File: src/stm_pkg.sv
// Package with register map, field positions and types for the standard timer core.
package stm_pkg;

	// ==========================================================
	// Register byte addresses on APB
	localparam logic [11:0] ADDR_CTRL0  = 12'h000;
	localparam logic [11:0] ADDR_CTRL1  = 12'h004;
	localparam logic [11:0] ADDR_CNT_LO = 12'h008;
	localparam logic [11:0] ADDR_CNT_HI = 12'h00C;
	localparam logic [11:0] ADDR_CMA_LO = 12'h010;
	localparam logic [11:0] ADDR_CMA_HI = 12'h014;
	localparam logic [11:0] ADDR_STAT   = 12'h018;
	localparam logic [11:0] ADDR_SUBDIV = 12'h01C;

	// ==========================================================
	// Field positions
	localparam int CTRL0_PAUSE_POS = 7;
	localparam int CTRL0_CKSEL_POS = 4;
	localparam int CTRL0_ON_POS    = 3;
	localparam int CTRL0_CMP_POS   = 0;
	localparam int CTRL1_MODE_POS  = 6;
	localparam int CTRL1_PFS_POS   = 4;
	localparam int CTRL1_INIT_POS  = 3;
	localparam int CTRL1_POL_POS   = 2;
	localparam int CTRL1_DPX_POS   = 1;
	localparam int CTRL1_CCLR_POS  = 0;

	// ==========================================================
	// Reset values and widths
	localparam logic [7:0] CTRL0_RESET   = 8'h00;
	localparam logic [7:0] CTRL1_RESET   = 8'h00;
	localparam logic [7:0] SUBDIV_RESET  = 8'hFF;
	localparam int         CNT_W         = 10;
	localparam int         PRESC_W       = 8;

	// Prescaler terminal counts for the internal clock choices (divide by N means N-1).
	localparam logic [PRESC_W-1:0] DIV_SYS4  = 8'h03;
	localparam logic [PRESC_W-1:0] DIV_H16   = 8'h0F;
	localparam logic [PRESC_W-1:0] DIV_H64   = 8'h3F;

	// Counter clock selections.
	localparam logic [2:0] CK_SYS4  = 3'h0;
	localparam logic [2:0] CK_H     = 3'h1;
	localparam logic [2:0] CK_H16   = 3'h2;
	localparam logic [2:0] CK_H64   = 3'h3;
	localparam logic [2:0] CK_SUBA  = 3'h4;
	localparam logic [2:0] CK_SUBB  = 3'h5;
	localparam logic [2:0] CK_EXTR  = 3'h6;
	localparam logic [2:0] CK_EXTF  = 3'h7;

	typedef enum logic [1:0] {
		STM_MODE_CMP = 2'h0,
		STM_MODE_CAP = 2'h1,
		STM_MODE_PWM = 2'h2,
		STM_MODE_TMR = 2'h3
	} stm_mode_t;

	typedef struct packed {
		logic       counter_on_bit;
		logic       pause;
		logic [2:0] count_clock_select;
		logic [2:0] compare_p_value;
		stm_mode_t  operating_mode_field;
		logic [1:0] pin_function_select;
		logic       init_level;
		logic       polarity;
		logic       duty_on_p;
		logic       clear_on_a;
	} stm_cfg_t;

	typedef enum {
		SP_IDLE,
		SP_ARMED,
		SP_RUN
	} stm_sp_state_t;

endpackage

File: src/stm_core.sv
// Standard timer core with APB register access, compare, capture, PWM and single pulse.
//
// Chosen here: the address map and the APB interface to the registers.
`timescale 1ns/1ps

// Operation
// - Counter is compared with each comparator continuously; equality raises an interrupt.
// - A match can clear the counter and change the output pin level.
// - Three-bit select picks divided system, high or divided high, sub clock or external pin.
// - Outside single pulse mode, with the external clock chosen, each active pin edge advances the counter.
// - External clock active edge is rising or falling by selection.
// - In single pulse mode the external clock pin triggers the pulse.
// - Capture pin captures on rising, falling or both edges by two-bit field.
// - Compare output mode drives the pin high, low or toggles on match.
// - PWM appears on the same output pin as compare output.
// - Edge-aligned PWM whose duty or period is set by the comparators.
// - Separate interrupt sources for comparator A and comparator P matches.
// - High bytes are direct; low bytes move through one shared 8-bit buffer.
// - Writing the compare A low byte only loads the holding buffer.
// - Writing the compare A high byte also copies the buffer into the low byte.
// - Reading counter or compare A high byte snapshots its low byte into buffer.
// - Reading a low byte returns the holding buffer, not the live byte.
// - Ten-bit up counter clears on overflow, selected match or counter-on rising.
// - Comparator P matches the count one below P times 128, or 1023 when P is zero, so periods step by 128 counts; A matches all bits.
// - Mode field selects compare, capture, PWM or single pulse, or timer.
module stm_core (
	input  wire logic        pclk,
	input  wire logic        presetn,
	input  wire logic        psel,
	input  wire logic        penable,
	input  wire logic        pwrite,
	input  wire logic [11:0] paddr,
	input  wire logic [31:0] pwdata,
	output logic      [31:0] prdata,
	output logic             pready,
	output logic             pslverr,
	input  wire logic        high_clock_en,
	input  wire logic        ext_count_clock_pin,
	input  wire logic        capture_input_pin,
	output logic             timer_output_pin,
	output logic             match_a_irq,
	output logic             match_p_irq
);

	// ==========================================================
	// Registers
	logic [7:0]                  ctrl0_q;
	logic [7:0]                  ctrl1_q;
	logic [7:0]                  subdiv_q;
	logic [stm_pkg::CNT_W-1:0]   count_q;
	logic [stm_pkg::CNT_W-1:0]   cma_q;
	logic [7:0]                  hold_q;
	logic                        sticky_a_q;
	logic                        sticky_p_q;
	logic                        on_q;
	logic [1:0]                  ck_sync_q;
	logic [1:0]                  cap_sync_q;
	logic                        ck_prev_q;
	logic                        cap_prev_q;
	logic [stm_pkg::PRESC_W-1:0] presc_q;
	logic [stm_pkg::PRESC_W-1:0] subcnt_q;
	stm_pkg::stm_sp_state_t      sp_q;
	stm_pkg::stm_cfg_t           cfg;

	logic wr_en;
	logic rd_en;
	logic tick;
	logic ck_rise;
	logic ck_fall;
	logic cap_rise;
	logic cap_fall;
	logic match_a;
	logic match_p;
	logic on_rise;
	logic capture;
	logic sp_trig;
	logic sp_mode;
	logic [stm_pkg::PRESC_W-1:0] div_sel;
	logic run;
	logic stat_wr;

	// ==========================================================
	// Configuration decode
	function automatic logic [stm_pkg::CNT_W-1:0] period_end(input logic [2:0] p);
		period_end = {p, 7'h00};
	endfunction

	assign cfg.pause                = ctrl0_q[stm_pkg::CTRL0_PAUSE_POS];
	assign cfg.count_clock_select   = ctrl0_q[stm_pkg::CTRL0_CKSEL_POS +: 3];
	assign cfg.counter_on_bit       = ctrl0_q[stm_pkg::CTRL0_ON_POS];
	assign cfg.compare_p_value      = ctrl0_q[stm_pkg::CTRL0_CMP_POS +: 3];
	assign cfg.operating_mode_field = stm_pkg::stm_mode_t'(ctrl1_q[stm_pkg::CTRL1_MODE_POS +: 2]);
	assign cfg.pin_function_select  = ctrl1_q[stm_pkg::CTRL1_PFS_POS +: 2];
	assign cfg.init_level           = ctrl1_q[stm_pkg::CTRL1_INIT_POS];
	assign cfg.polarity             = ctrl1_q[stm_pkg::CTRL1_POL_POS];
	assign cfg.duty_on_p            = ctrl1_q[stm_pkg::CTRL1_DPX_POS];
	assign cfg.clear_on_a           = ctrl1_q[stm_pkg::CTRL1_CCLR_POS];

	assign wr_en   = psel && penable && pwrite;
	// Reads act in the setup cycle, so read data and the low byte snapshot share one edge.
	assign rd_en   = psel && !penable && !pwrite;
	// Pause freezes counting and match interrupts but keeps every setting; matches still drive the output pin.
	assign run     = cfg.counter_on_bit && !cfg.pause;
	assign stat_wr = wr_en && paddr == stm_pkg::ADDR_STAT;

	// ==========================================================
	// Pin synchronisers and edge detection
	// The edge registers reset to the idle low level of the pins, so reset makes no false edge.
	always_ff @(posedge pclk or negedge presetn) begin
		if (!presetn) begin
			ck_sync_q  <= 2'h0;
			cap_sync_q <= 2'h0;
			ck_prev_q  <= 1'b0;
			cap_prev_q <= 1'b0;
		end else begin
			ck_sync_q  <= {ck_sync_q[0], ext_count_clock_pin};
			cap_sync_q <= {cap_sync_q[0], capture_input_pin};
			ck_prev_q  <= ck_sync_q[1];
			cap_prev_q <= cap_sync_q[1];
		end
	end

	assign ck_rise  = ck_sync_q[1] && !ck_prev_q;
	assign ck_fall  = !ck_sync_q[1] && ck_prev_q;
	assign cap_rise = cap_sync_q[1] && !cap_prev_q;
	assign cap_fall = !cap_sync_q[1] && cap_prev_q;

	// ==========================================================
	// Count clock selection
	always_comb begin
		case (cfg.count_clock_select)
			stm_pkg::CK_SYS4: div_sel = stm_pkg::DIV_SYS4;
			stm_pkg::CK_H16:  div_sel = stm_pkg::DIV_H16;
			stm_pkg::CK_H64:  div_sel = stm_pkg::DIV_H64;
			default:          div_sel = 8'h00;
		endcase
	end

	// Internal high and sub clocks are modelled as enables so the core keeps one clock.
	always_ff @(posedge pclk or negedge presetn) begin
		if (!presetn) begin
			presc_q  <= 8'h00;
			subcnt_q <= 8'h00;
		end else begin
			if (cfg.count_clock_select == stm_pkg::CK_SYS4 || high_clock_en) begin
				presc_q <= (presc_q >= div_sel) ? 8'h00 : presc_q + 8'h01;
			end
			subcnt_q <= (subcnt_q >= subdiv_q) ? 8'h00 : subcnt_q + 8'h01;
		end
	end

	always_comb begin
		case (cfg.count_clock_select)
			stm_pkg::CK_SYS4: tick = (presc_q >= div_sel);
			stm_pkg::CK_H:    tick = high_clock_en;
			stm_pkg::CK_H16,
			stm_pkg::CK_H64:  tick = high_clock_en && (presc_q >= div_sel);
			stm_pkg::CK_SUBA,
			stm_pkg::CK_SUBB: tick = (subcnt_q >= subdiv_q);
			// In single pulse mode the pin is only a trigger and never clocks the counter.
			stm_pkg::CK_EXTR: tick = ck_rise && !sp_mode;
			stm_pkg::CK_EXTF: tick = ck_fall && !sp_mode;
			default:          tick = 1'b0;
		endcase
	end

	// ==========================================================
	// Counter and comparators
	// Single pulse is the fourth pin function of the PWM mode.
	assign sp_mode = cfg.operating_mode_field == stm_pkg::STM_MODE_PWM && cfg.pin_function_select == 2'h3;
	assign sp_trig = sp_mode && (cfg.count_clock_select[0] ? ck_fall : ck_rise);
	assign on_rise = cfg.counter_on_bit && !on_q;
	assign match_a = tick && (count_q == cma_q);
	assign match_p = tick && (count_q == period_end(cfg.compare_p_value) - 10'h001
		|| (cfg.compare_p_value == 3'h0 && count_q == 10'h3FF));

	always_ff @(posedge pclk or negedge presetn) begin
		if (!presetn) begin
			count_q <= 10'h000;
			on_q    <= 1'b0;
		end else begin
			on_q <= cfg.counter_on_bit;
			if (on_rise) begin
				count_q <= 10'h000;
			end else if (cfg.counter_on_bit && !cfg.pause && tick && (sp_q != stm_pkg::SP_ARMED || !sp_mode)) begin
				if ((match_a && cfg.clear_on_a) || (match_p && !cfg.clear_on_a)) begin
					count_q <= 10'h000;
				end else begin
					count_q <= count_q + 10'h001;
				end
			end
		end
	end

	// ==========================================================
	// Interrupt request pulses, with sticky flags cleared by writing ones to the status register
	always_ff @(posedge pclk or negedge presetn) begin
		if (!presetn) begin
			match_a_irq <= 1'b0;
			match_p_irq <= 1'b0;
			sticky_a_q  <= 1'b0;
			sticky_p_q  <= 1'b0;
		end else begin
			match_a_irq <= match_a && run;
			match_p_irq <= match_p && run;
			// A match in the same cycle as a clear keeps the flag, so no event is lost.
			if (match_a && run) begin
				sticky_a_q <= 1'b1;
			end else if (stat_wr && pwdata[0]) begin
				sticky_a_q <= 1'b0;
			end
			if (match_p && run) begin
				sticky_p_q <= 1'b1;
			end else if (stat_wr && pwdata[1]) begin
				sticky_p_q <= 1'b0;
			end
		end
	end

	// ==========================================================
	// Output pin and single pulse sequencing
	always_ff @(posedge pclk or negedge presetn) begin
		if (!presetn) begin
			timer_output_pin <= 1'b0;
			sp_q             <= stm_pkg::SP_IDLE;
		end else begin
			if (on_rise) begin
				timer_output_pin <= cfg.init_level;
				sp_q             <= sp_mode ? stm_pkg::SP_ARMED : stm_pkg::SP_IDLE;
			end else if (cfg.counter_on_bit) begin
				case (cfg.operating_mode_field)
					stm_pkg::STM_MODE_CMP: begin
						if (match_a) begin
							case (cfg.pin_function_select)
								2'h1:    timer_output_pin <= 1'b0;
								2'h2:    timer_output_pin <= 1'b1;
								2'h3:    timer_output_pin <= !timer_output_pin;
								default: timer_output_pin <= timer_output_pin;
							endcase
						end
					end
					stm_pkg::STM_MODE_PWM: begin
						case (cfg.pin_function_select)
							2'h0: timer_output_pin <= cfg.polarity;
							2'h1: timer_output_pin <= !cfg.polarity;
							2'h2: begin
								// Edge aligned: active from count zero until the duty match.
								if (cfg.duty_on_p ? match_p : match_a) begin
									timer_output_pin <= cfg.polarity;
								end else if (count_q == 10'h000) begin
									timer_output_pin <= !cfg.polarity;
								end
							end
							default: begin
								case (sp_q)
									stm_pkg::SP_ARMED: begin
										if (sp_trig) begin
											sp_q             <= stm_pkg::SP_RUN;
											timer_output_pin <= !cfg.polarity;
										end
									end
									stm_pkg::SP_RUN: begin
										if (match_a) begin
											sp_q             <= stm_pkg::SP_IDLE;
											timer_output_pin <= cfg.polarity;
										end
									end
									default: sp_q <= sp_q;
								endcase
							end
						endcase
					end
					default: timer_output_pin <= timer_output_pin;
				endcase
			end
		end
	end

	// ==========================================================
	// APB register file with shared low byte buffer
	assign capture = cfg.operating_mode_field == stm_pkg::STM_MODE_CAP && cfg.counter_on_bit
		&& ((cfg.pin_function_select == 2'h0 && cap_rise) || (cfg.pin_function_select == 2'h1 && cap_fall)
		|| (cfg.pin_function_select == 2'h2 && (cap_rise || cap_fall)));

	always_ff @(posedge pclk or negedge presetn) begin
		if (!presetn) begin
			ctrl0_q  <= stm_pkg::CTRL0_RESET;
			ctrl1_q  <= stm_pkg::CTRL1_RESET;
			subdiv_q <= stm_pkg::SUBDIV_RESET;
			cma_q    <= 10'h000;
			hold_q   <= 8'h00;
		end else begin
			if (capture) begin
				cma_q <= count_q;
			end
			if (wr_en) begin
				case (paddr)
					stm_pkg::ADDR_CTRL0:  ctrl0_q  <= pwdata[7:0];
					stm_pkg::ADDR_CTRL1:  ctrl1_q  <= pwdata[7:0];
					stm_pkg::ADDR_SUBDIV: subdiv_q <= pwdata[7:0];
					stm_pkg::ADDR_CMA_LO: hold_q   <= pwdata[7:0];
					// The high byte write takes the buffer as it stood before this cycle.
					stm_pkg::ADDR_CMA_HI: cma_q    <= {pwdata[1:0], hold_q};
					default:              hold_q   <= hold_q;
				endcase
			end else if (rd_en) begin
				if (paddr == stm_pkg::ADDR_CNT_HI) begin
					hold_q <= count_q[7:0];
				end else if (paddr == stm_pkg::ADDR_CMA_HI) begin
					hold_q <= cma_q[7:0];
				end
			end
		end
	end

	// ==========================================================
	// Read data and response
	// Read data is registered in the setup cycle, so every access takes exactly two cycles.
	always_ff @(posedge pclk or negedge presetn) begin
		if (!presetn) begin
			prdata  <= 32'h0000_0000;
			pready  <= 1'b0;
			pslverr <= 1'b0;
		end else begin
			pready  <= psel && !penable;
			pslverr <= psel && !penable && (paddr > stm_pkg::ADDR_SUBDIV || paddr[1:0] != 2'h0);
			if (rd_en) begin
				case (paddr)
					stm_pkg::ADDR_CTRL0:  prdata <= {24'h000000, ctrl0_q};
					stm_pkg::ADDR_CTRL1:  prdata <= {24'h000000, ctrl1_q};
					stm_pkg::ADDR_CNT_LO,
					stm_pkg::ADDR_CMA_LO: prdata <= {24'h000000, hold_q};
					stm_pkg::ADDR_CNT_HI: prdata <= {30'h0, count_q[9:8]};
					stm_pkg::ADDR_CMA_HI: prdata <= {30'h0, cma_q[9:8]};
					stm_pkg::ADDR_STAT:   prdata <= {30'h0, sticky_p_q, sticky_a_q};
					stm_pkg::ADDR_SUBDIV: prdata <= {24'h000000, subdiv_q};
					default:              prdata <= 32'h0000_0000;
				endcase
			end
		end
	end

endmodule

File: config.mk
export PLATFORM = sky130hd
export DESIGN_NAME = stm_core
export DESIGN_NICKNAME = d
export VERILOG_FILES = /design/src/stm_pkg.sv /design/src/stm_core.sv
export SDC_FILE = /design/constraint.sdc
export NUM_CORES = 1
export LEC_CHECK = 0
export BUFFER_PORTS_ARGS = -buffer_cell sky130_fd_sc_hd__buf_2
export CORE_MARGIN = 2
export CORE_UTILIZATION = 57
export CTS_BUF_LIST = sky130_fd_sc_hd__clkbuf_8 sky130_fd_sc_hd__clkbuf_16
export DETAILED_ROUTE_END_ITERATION = 10
export GPL_TIMING_DRIVEN = 0
export PLACE_DENSITY = 0.76
export RECOVER_POWER = 25
export SYNTH_ARGS = -nofsm -noshare
export SYNTH_HDL_FRONTEND = slang
export SYNTH_SLANG_ARGS = --single-unit
File: constraint.sdc
create_clock -name pclk -period 3.57 [get_ports pclk]
set_input_delay 0.714 -clock pclk [delete_from_list [all_inputs] [get_ports pclk]]
set_output_delay 0.714 -clock pclk [all_outputs]
set_load 0.01 [all_outputs]
# Word-level counts from Yosys, hierarchy flattened
# Cells that the tools add are included.
# word_totals
ramBits	0
memories	0
rom_bits	0
reg_bits	146
inputBits	52
out_inout_bits	37
latch_bits	0
# op_classes
magnitude_cmp	3
shifts	0
eq_ne	35
n_div	0
n_mux	41
addsub	4
n_bitwise	0
reduce_logical	79
mul	0
# op_table
op	count
32-bit 2-to-1 mux	6
32-bit case mux with 2 select lines	1
10-bit 2-to-1 mux	6
8-bit 2-to-1 mux	7
8-bit case mux with 7 select lines	1
12-bit by 5-bit == test with 1-bit output (second input constant)	4
1-bit logical AND	33
32-bit by 1-bit == test with 1-bit output (second input constant)	1
32-bit by 2-bit == test with 1-bit output (second input constant)	1
32-bit by 2-bit != test with 1-bit output (second input constant)	1
12-bit by 4-bit == test with 1-bit output (second input constant)	2
10-bit == test	2
6-bit case mux with 3 select lines	1
8-bit by 1-bit adder with 8-bit output (second input constant)	2
8-bit greater-or-equal comparator	2
1-bit 2-to-1 mux	14
7-bit != test (second input constant)	2
2-bit nonzero test	7
12-bit by 3-bit == test with 1-bit output (second input constant)	1
3-bit == test (second input constant)	4
12-bit by 5-bit greater-than comparator with 1-bit output (second input constant)	1
1-bit logical NOT	12
12-bit logical NOT	1
10-bit by 1-bit adder with 10-bit output (second input constant)	1
24 further kinds	49

# Logic depth before layout (Yosys ltp)
# depth
word_depth	12
ltp_mapped	13

# Least setup slack after synthesis
# Ideal clock, no wire load.
# synth_timing
kind	register to register
from	reg ctrl0_q[5]
to	reg timer_output_pin
setup_slack_ns	0.781
arrival_ns	2.664
required_time_ns	3.445
stages_incl_launch_ff	13
cell_sequence	dfrtp_1 -> clkbuf_1 -> inv_1 -> a21oi_1 -> ha_1 -> nand2b_1 -> a2111oi_2 -> o21ai_2 -> a21boi_4 -> a21oi_1 -> o21ai_1 -> a221oi_2 -> mux2_4
# synth_between
elab_chain_cells	12
# synth_lines
item	line_no	rtl
start: declaration	stm_core.sv:47	logic [7:0] ctrl0_q;
start signal: assignment	stm_core.sv:287	ctrl0_q <= stm_pkg::CTRL0_RESET;
start signal: assignment	stm_core.sv:298	stm_pkg::ADDR_CTRL0: ctrl0_q <= pwdata[7:0];
3-bit by 2-bit == test with 1-bit output or 3-bit logical NOT (tied branches)	stm_core.sv:131, stm_core.sv:153	
6-bit case mux with 3 select lines	stm_core.sv:131	case (cfg.count_clock_select)
8-bit greater-or-equal comparator	stm_core.sv:154, stm_core.sv:157	
1-bit logical AND	stm_core.sv:157	stm_pkg::CK_H64: tick = high_clock_en && (presc_q >= div_sel);
1-bit case mux with 6 select lines (*)	stm_core.sv:153	case (cfg.count_clock_select)
1-bit logical AND, on equally long branches	stm_core.sv:173, stm_core.sv:174	
1-bit 2-to-1 mux (2 in a row)	stm_core.sv:248	if (cfg.duty_on_p ? match_p : match_a) begin
1-bit case mux with 3 select lines	stm_core.sv:243	case (cfg.pin_function_select)
1-bit case mux with 2 select lines	stm_core.sv:231	case (cfg.operating_mode_field)
1-bit 2-to-1 mux	stm_core.sv:230	end else if (cfg.counter_on_bit) begin
1-bit 2-to-1 mux	stm_core.sv:227	if (on_rise) begin
end signal: assignment	stm_core.sv:228	timer_output_pin <= cfg.init_level;
end signal: assignment	stm_core.sv:244	2'h0: timer_output_pin <= cfg.polarity;
end signal: assignment	stm_core.sv:245	2'h1: timer_output_pin <= !cfg.polarity;
end: declaration	stm_core.sv:40	output logic timer_output_pin,
# Every way passes the cells marked *; elsewhere a longest branch is shown, timed or not. The select of a mux whose other input is x is not followed.
# A chain may end at the register's enable or synchronous reset.

# Worst setup path after layout
# Ends and elaborated chain as after synthesis.

==> reports/qor.txt <==
Period minus WS final = 3240 ps
Grt ovf = 0
Largest net degree at the start of global routing = 54
Failing checks = capacitance limit, slew limit
Remaining DRCs = 0
Synthesized instance count = 578
Clk_lat worst skew = 380 ps
Setup violations, final = 0
Cell area after placement = 6060 sq um
RSZ-0062 raised after global routing = false
Largest area contributor in the netlist = dfrtp_1
DP HPWL = 9770 microns
Worst path arrival time = 3510 ps
Buf+Inv Stages, Crit Path = 2
CTS tree = yes
I/O Buffers = 38
Fillcell total = 793
Sink Count = 92
Die Y = 103 microns
P&R area growth vs syn = 11.7%
Synth Warn # = 0
Post-synthesis sequential area ratio = 41.4%
Final Cycle Share = 90.8%
Placer Congestion = 0.890
CTS Root Cell = clkbuf_8
Number of buffers created by CTS = 9
Slew margin rel. = -51.5%
EDFF count, synth = 0
H-tree levels = 3
Vias in the first global route = 4315
Post-CTS setup buffer count = 0
Worst Skew = 10.4 ps
Total GRT Usage = 26.3%
CP max FO = 8
Worst vdd ir = 0.210 mV
PostCTS Resize Cnt = 0
Initial antenna violation count = 1
Data required, critical path = 3830 ps
Synth unique cells = 73
Crit Path Class = reg -> reg
Via/cell ratio = 5.75
Smallest hold slack = 364 ps
Synth area leaders = dfrtp_1, ha_1, o21ai_0
Slowest-stage cell, CP = a2111oi_2
Final Cell Area = 6230 sq um
First-pass GRT wire length = 21600 microns
F_max = 0.309 GHz
Max incr delay on CP = 400 ps
Core area = 9640 sq um
Worst Hold Class = reg -> reg
Initial Util = 57.9%
Wire per inst = 16.8 microns
Pleak = 0.00290 uW
Pwr Density = 353 nW/um^2
Max Cap Viol = 1
DR pass1 iterations = 5
Layout cells sized above 1 = 20.7%
Final count of hold timing violations = 0
I/O Pins = 89
CTS clock-pin slew for the worst setup and hold paths = 90 ps
Asr flop ratio synth = 100%
Area share of the largest cell type after synthesis = 37.7%
CP startpoint kind = flip-flop
CTS hold repair buffers = 0
Yosys reg bits = 92
Crit-path cells = clkbuf_1 -> inv_1 -> a21oi_1 -> ha_1 -> nand2b_1 -> a2111oi_2 -> o21ai_2 -> a21boi_4 -> a21oi_1 -> o21ai_1 -> a221oi_2 -> mux2_4
Die Wd = 103 microns
Vias = 4540
Drt total wl = 13300 microns
Antenna cells = 0
Rows = 36
Clock Path Buffers = 2
Most common cell on crit path = a21oi_1
Nature of the critical path endpoint = flip-flop
Die area = 10600 sq um
Mapped Area = 5580 sq um
Primary FF master, synth = dfrtp_1
Final count of pins violating max slew = 40
Status = complete, but fails checks
Critical path's top delay family = compound AO/OA/AOI/OAI gates
Final setup TNS = 0 ps
Layout Nets = 731
Post-route ant nets = 0
DR iter-0 viols = 367
Synth Area per Inst = 9.65 sq um
Measured slew at the worst slew-check pin = 2270 ps
[path summary, 6_finish.rpt]
path / cells past startpoint / slack [ps] / endpoint / start
setup reg to reg: 12 / 330 / timer_output_pin / ctrl0_q[5]
min in group asynchronous: 1 / 1010 / cma_q[5] / presetn
max in group asynchronous: 1 / 1270 / presc_q[7] / presetn
setup / recovery: 12 / 330 / timer_output_pin / ctrl0_q[5]
hold / removal: 0 / 360 / ck_sync_q[1] / ck_sync_q[0]
hold reg to reg: 0 / 360 / ck_sync_q[1] / ck_sync_q[0]
[flip-flops by register name, summed over array words and instances (netlist names), 2 cells and up]
register / count
hold_q: 8
ctrl1_q: 8
presc_q: 8
count_q: 10
cap_sync_q: 2
ctrl0_q: 8
subcnt_q: 8
cma_q: 10
sp_q: 2
ck_sync_q: 2
prdata: 8
subdiv_q: 8
[routing by layer]
layer	vias to the layer above	track usage, %	share of wire [%]
li1	2128	-	-
met1	2230	36.5	45
met2	152	41.7	47
met3	30	3.32	4.9
met4	0	11.6	2.6
met5	-	0	0
[area by class of cell]
| class | instances | area, sq um | area share [%] |
|---|---|---|---|
| repair buffers | 40 | 221 | 3.55 |
| clock inverters | 6 | 40.0 | 0.642 |
| flip-flops and latches | 92 | 2310 | 37.1 |
| multi-input cells | 430 | 2900 | 46.5 |
| inverters | 27 | 101 | 1.63 |
| well taps | 133 | 166 | 2.67 |
| plain buffers | 52 | 353 | 5.66 |
| clock buffers | 10 | 138 | 2.21 |
[cell families after synthesis]
| kind of cell | share of synthesized area (%) |
|---|---|
| AOI/OAI and AO/OA | 15.5 |
| DFF | 41.4 |
| other | 0.0672 |
| muxes | 6.93 |
| xor gates and xnor gates | 4.48 |
| buffers and inverters | 8.14 |
| adders and majority gates | 6.05 |
| and+or+nand+nor | 17.4 |
[stage by stage]
| step | power (uW) | cells | util (%) | setup WS (ps) |
|---|---|---|---|---|
| global route | 2290 | 790 | 64.7 | 112 |
| finish | 2200 | 790 | 64.7 | 329 |
| floorplan | 1420 | 601 | - | 781 |
| global placement | 1520 | 772 | 62.5 | 282 |
| detailed placement | 1550 | 774 | 62.9 | 371 |
| CTS | 2200 | 790 | 64.7 | 334 |
[power by group]
group	switching [uW]	internal [uW]
registers	60.1	1090
logic	215	159
clock network	399	271
total	674	1520
[Yosys cell counts (11+ instances only)]
cell	n
xor2_1	22
nand3_1	15
ha_1	27
nor2_1	49
a21oi_1	18
buf_4	28
clkbuf_1	12
inv_1	27
dfrtp_1	84
nor3_1	11
mux2i_1	21
nand2_1	58
mux2_2	13
o21ai_0	48
[cells in the final DEF (no fill, tap or decap), types with 9 or more instances in the layout]
cell type and n:
dfrtp_1 84, nand2_1 58, nor2_1 49, o21ai_0 48, buf_2 43, inv_1 28, buf_4 28, ha_1 27
conb_1 24, xor2_1 22, mux2i_1 21, a21oi_1 18, nand3_1 15, clkbuf_1 13, mux2_2 13, nor3_1 11
clkbuf_8 11, and3_1 10, nand2b_1 9, a22o_1 9
(Power assumes the default switching activity.)
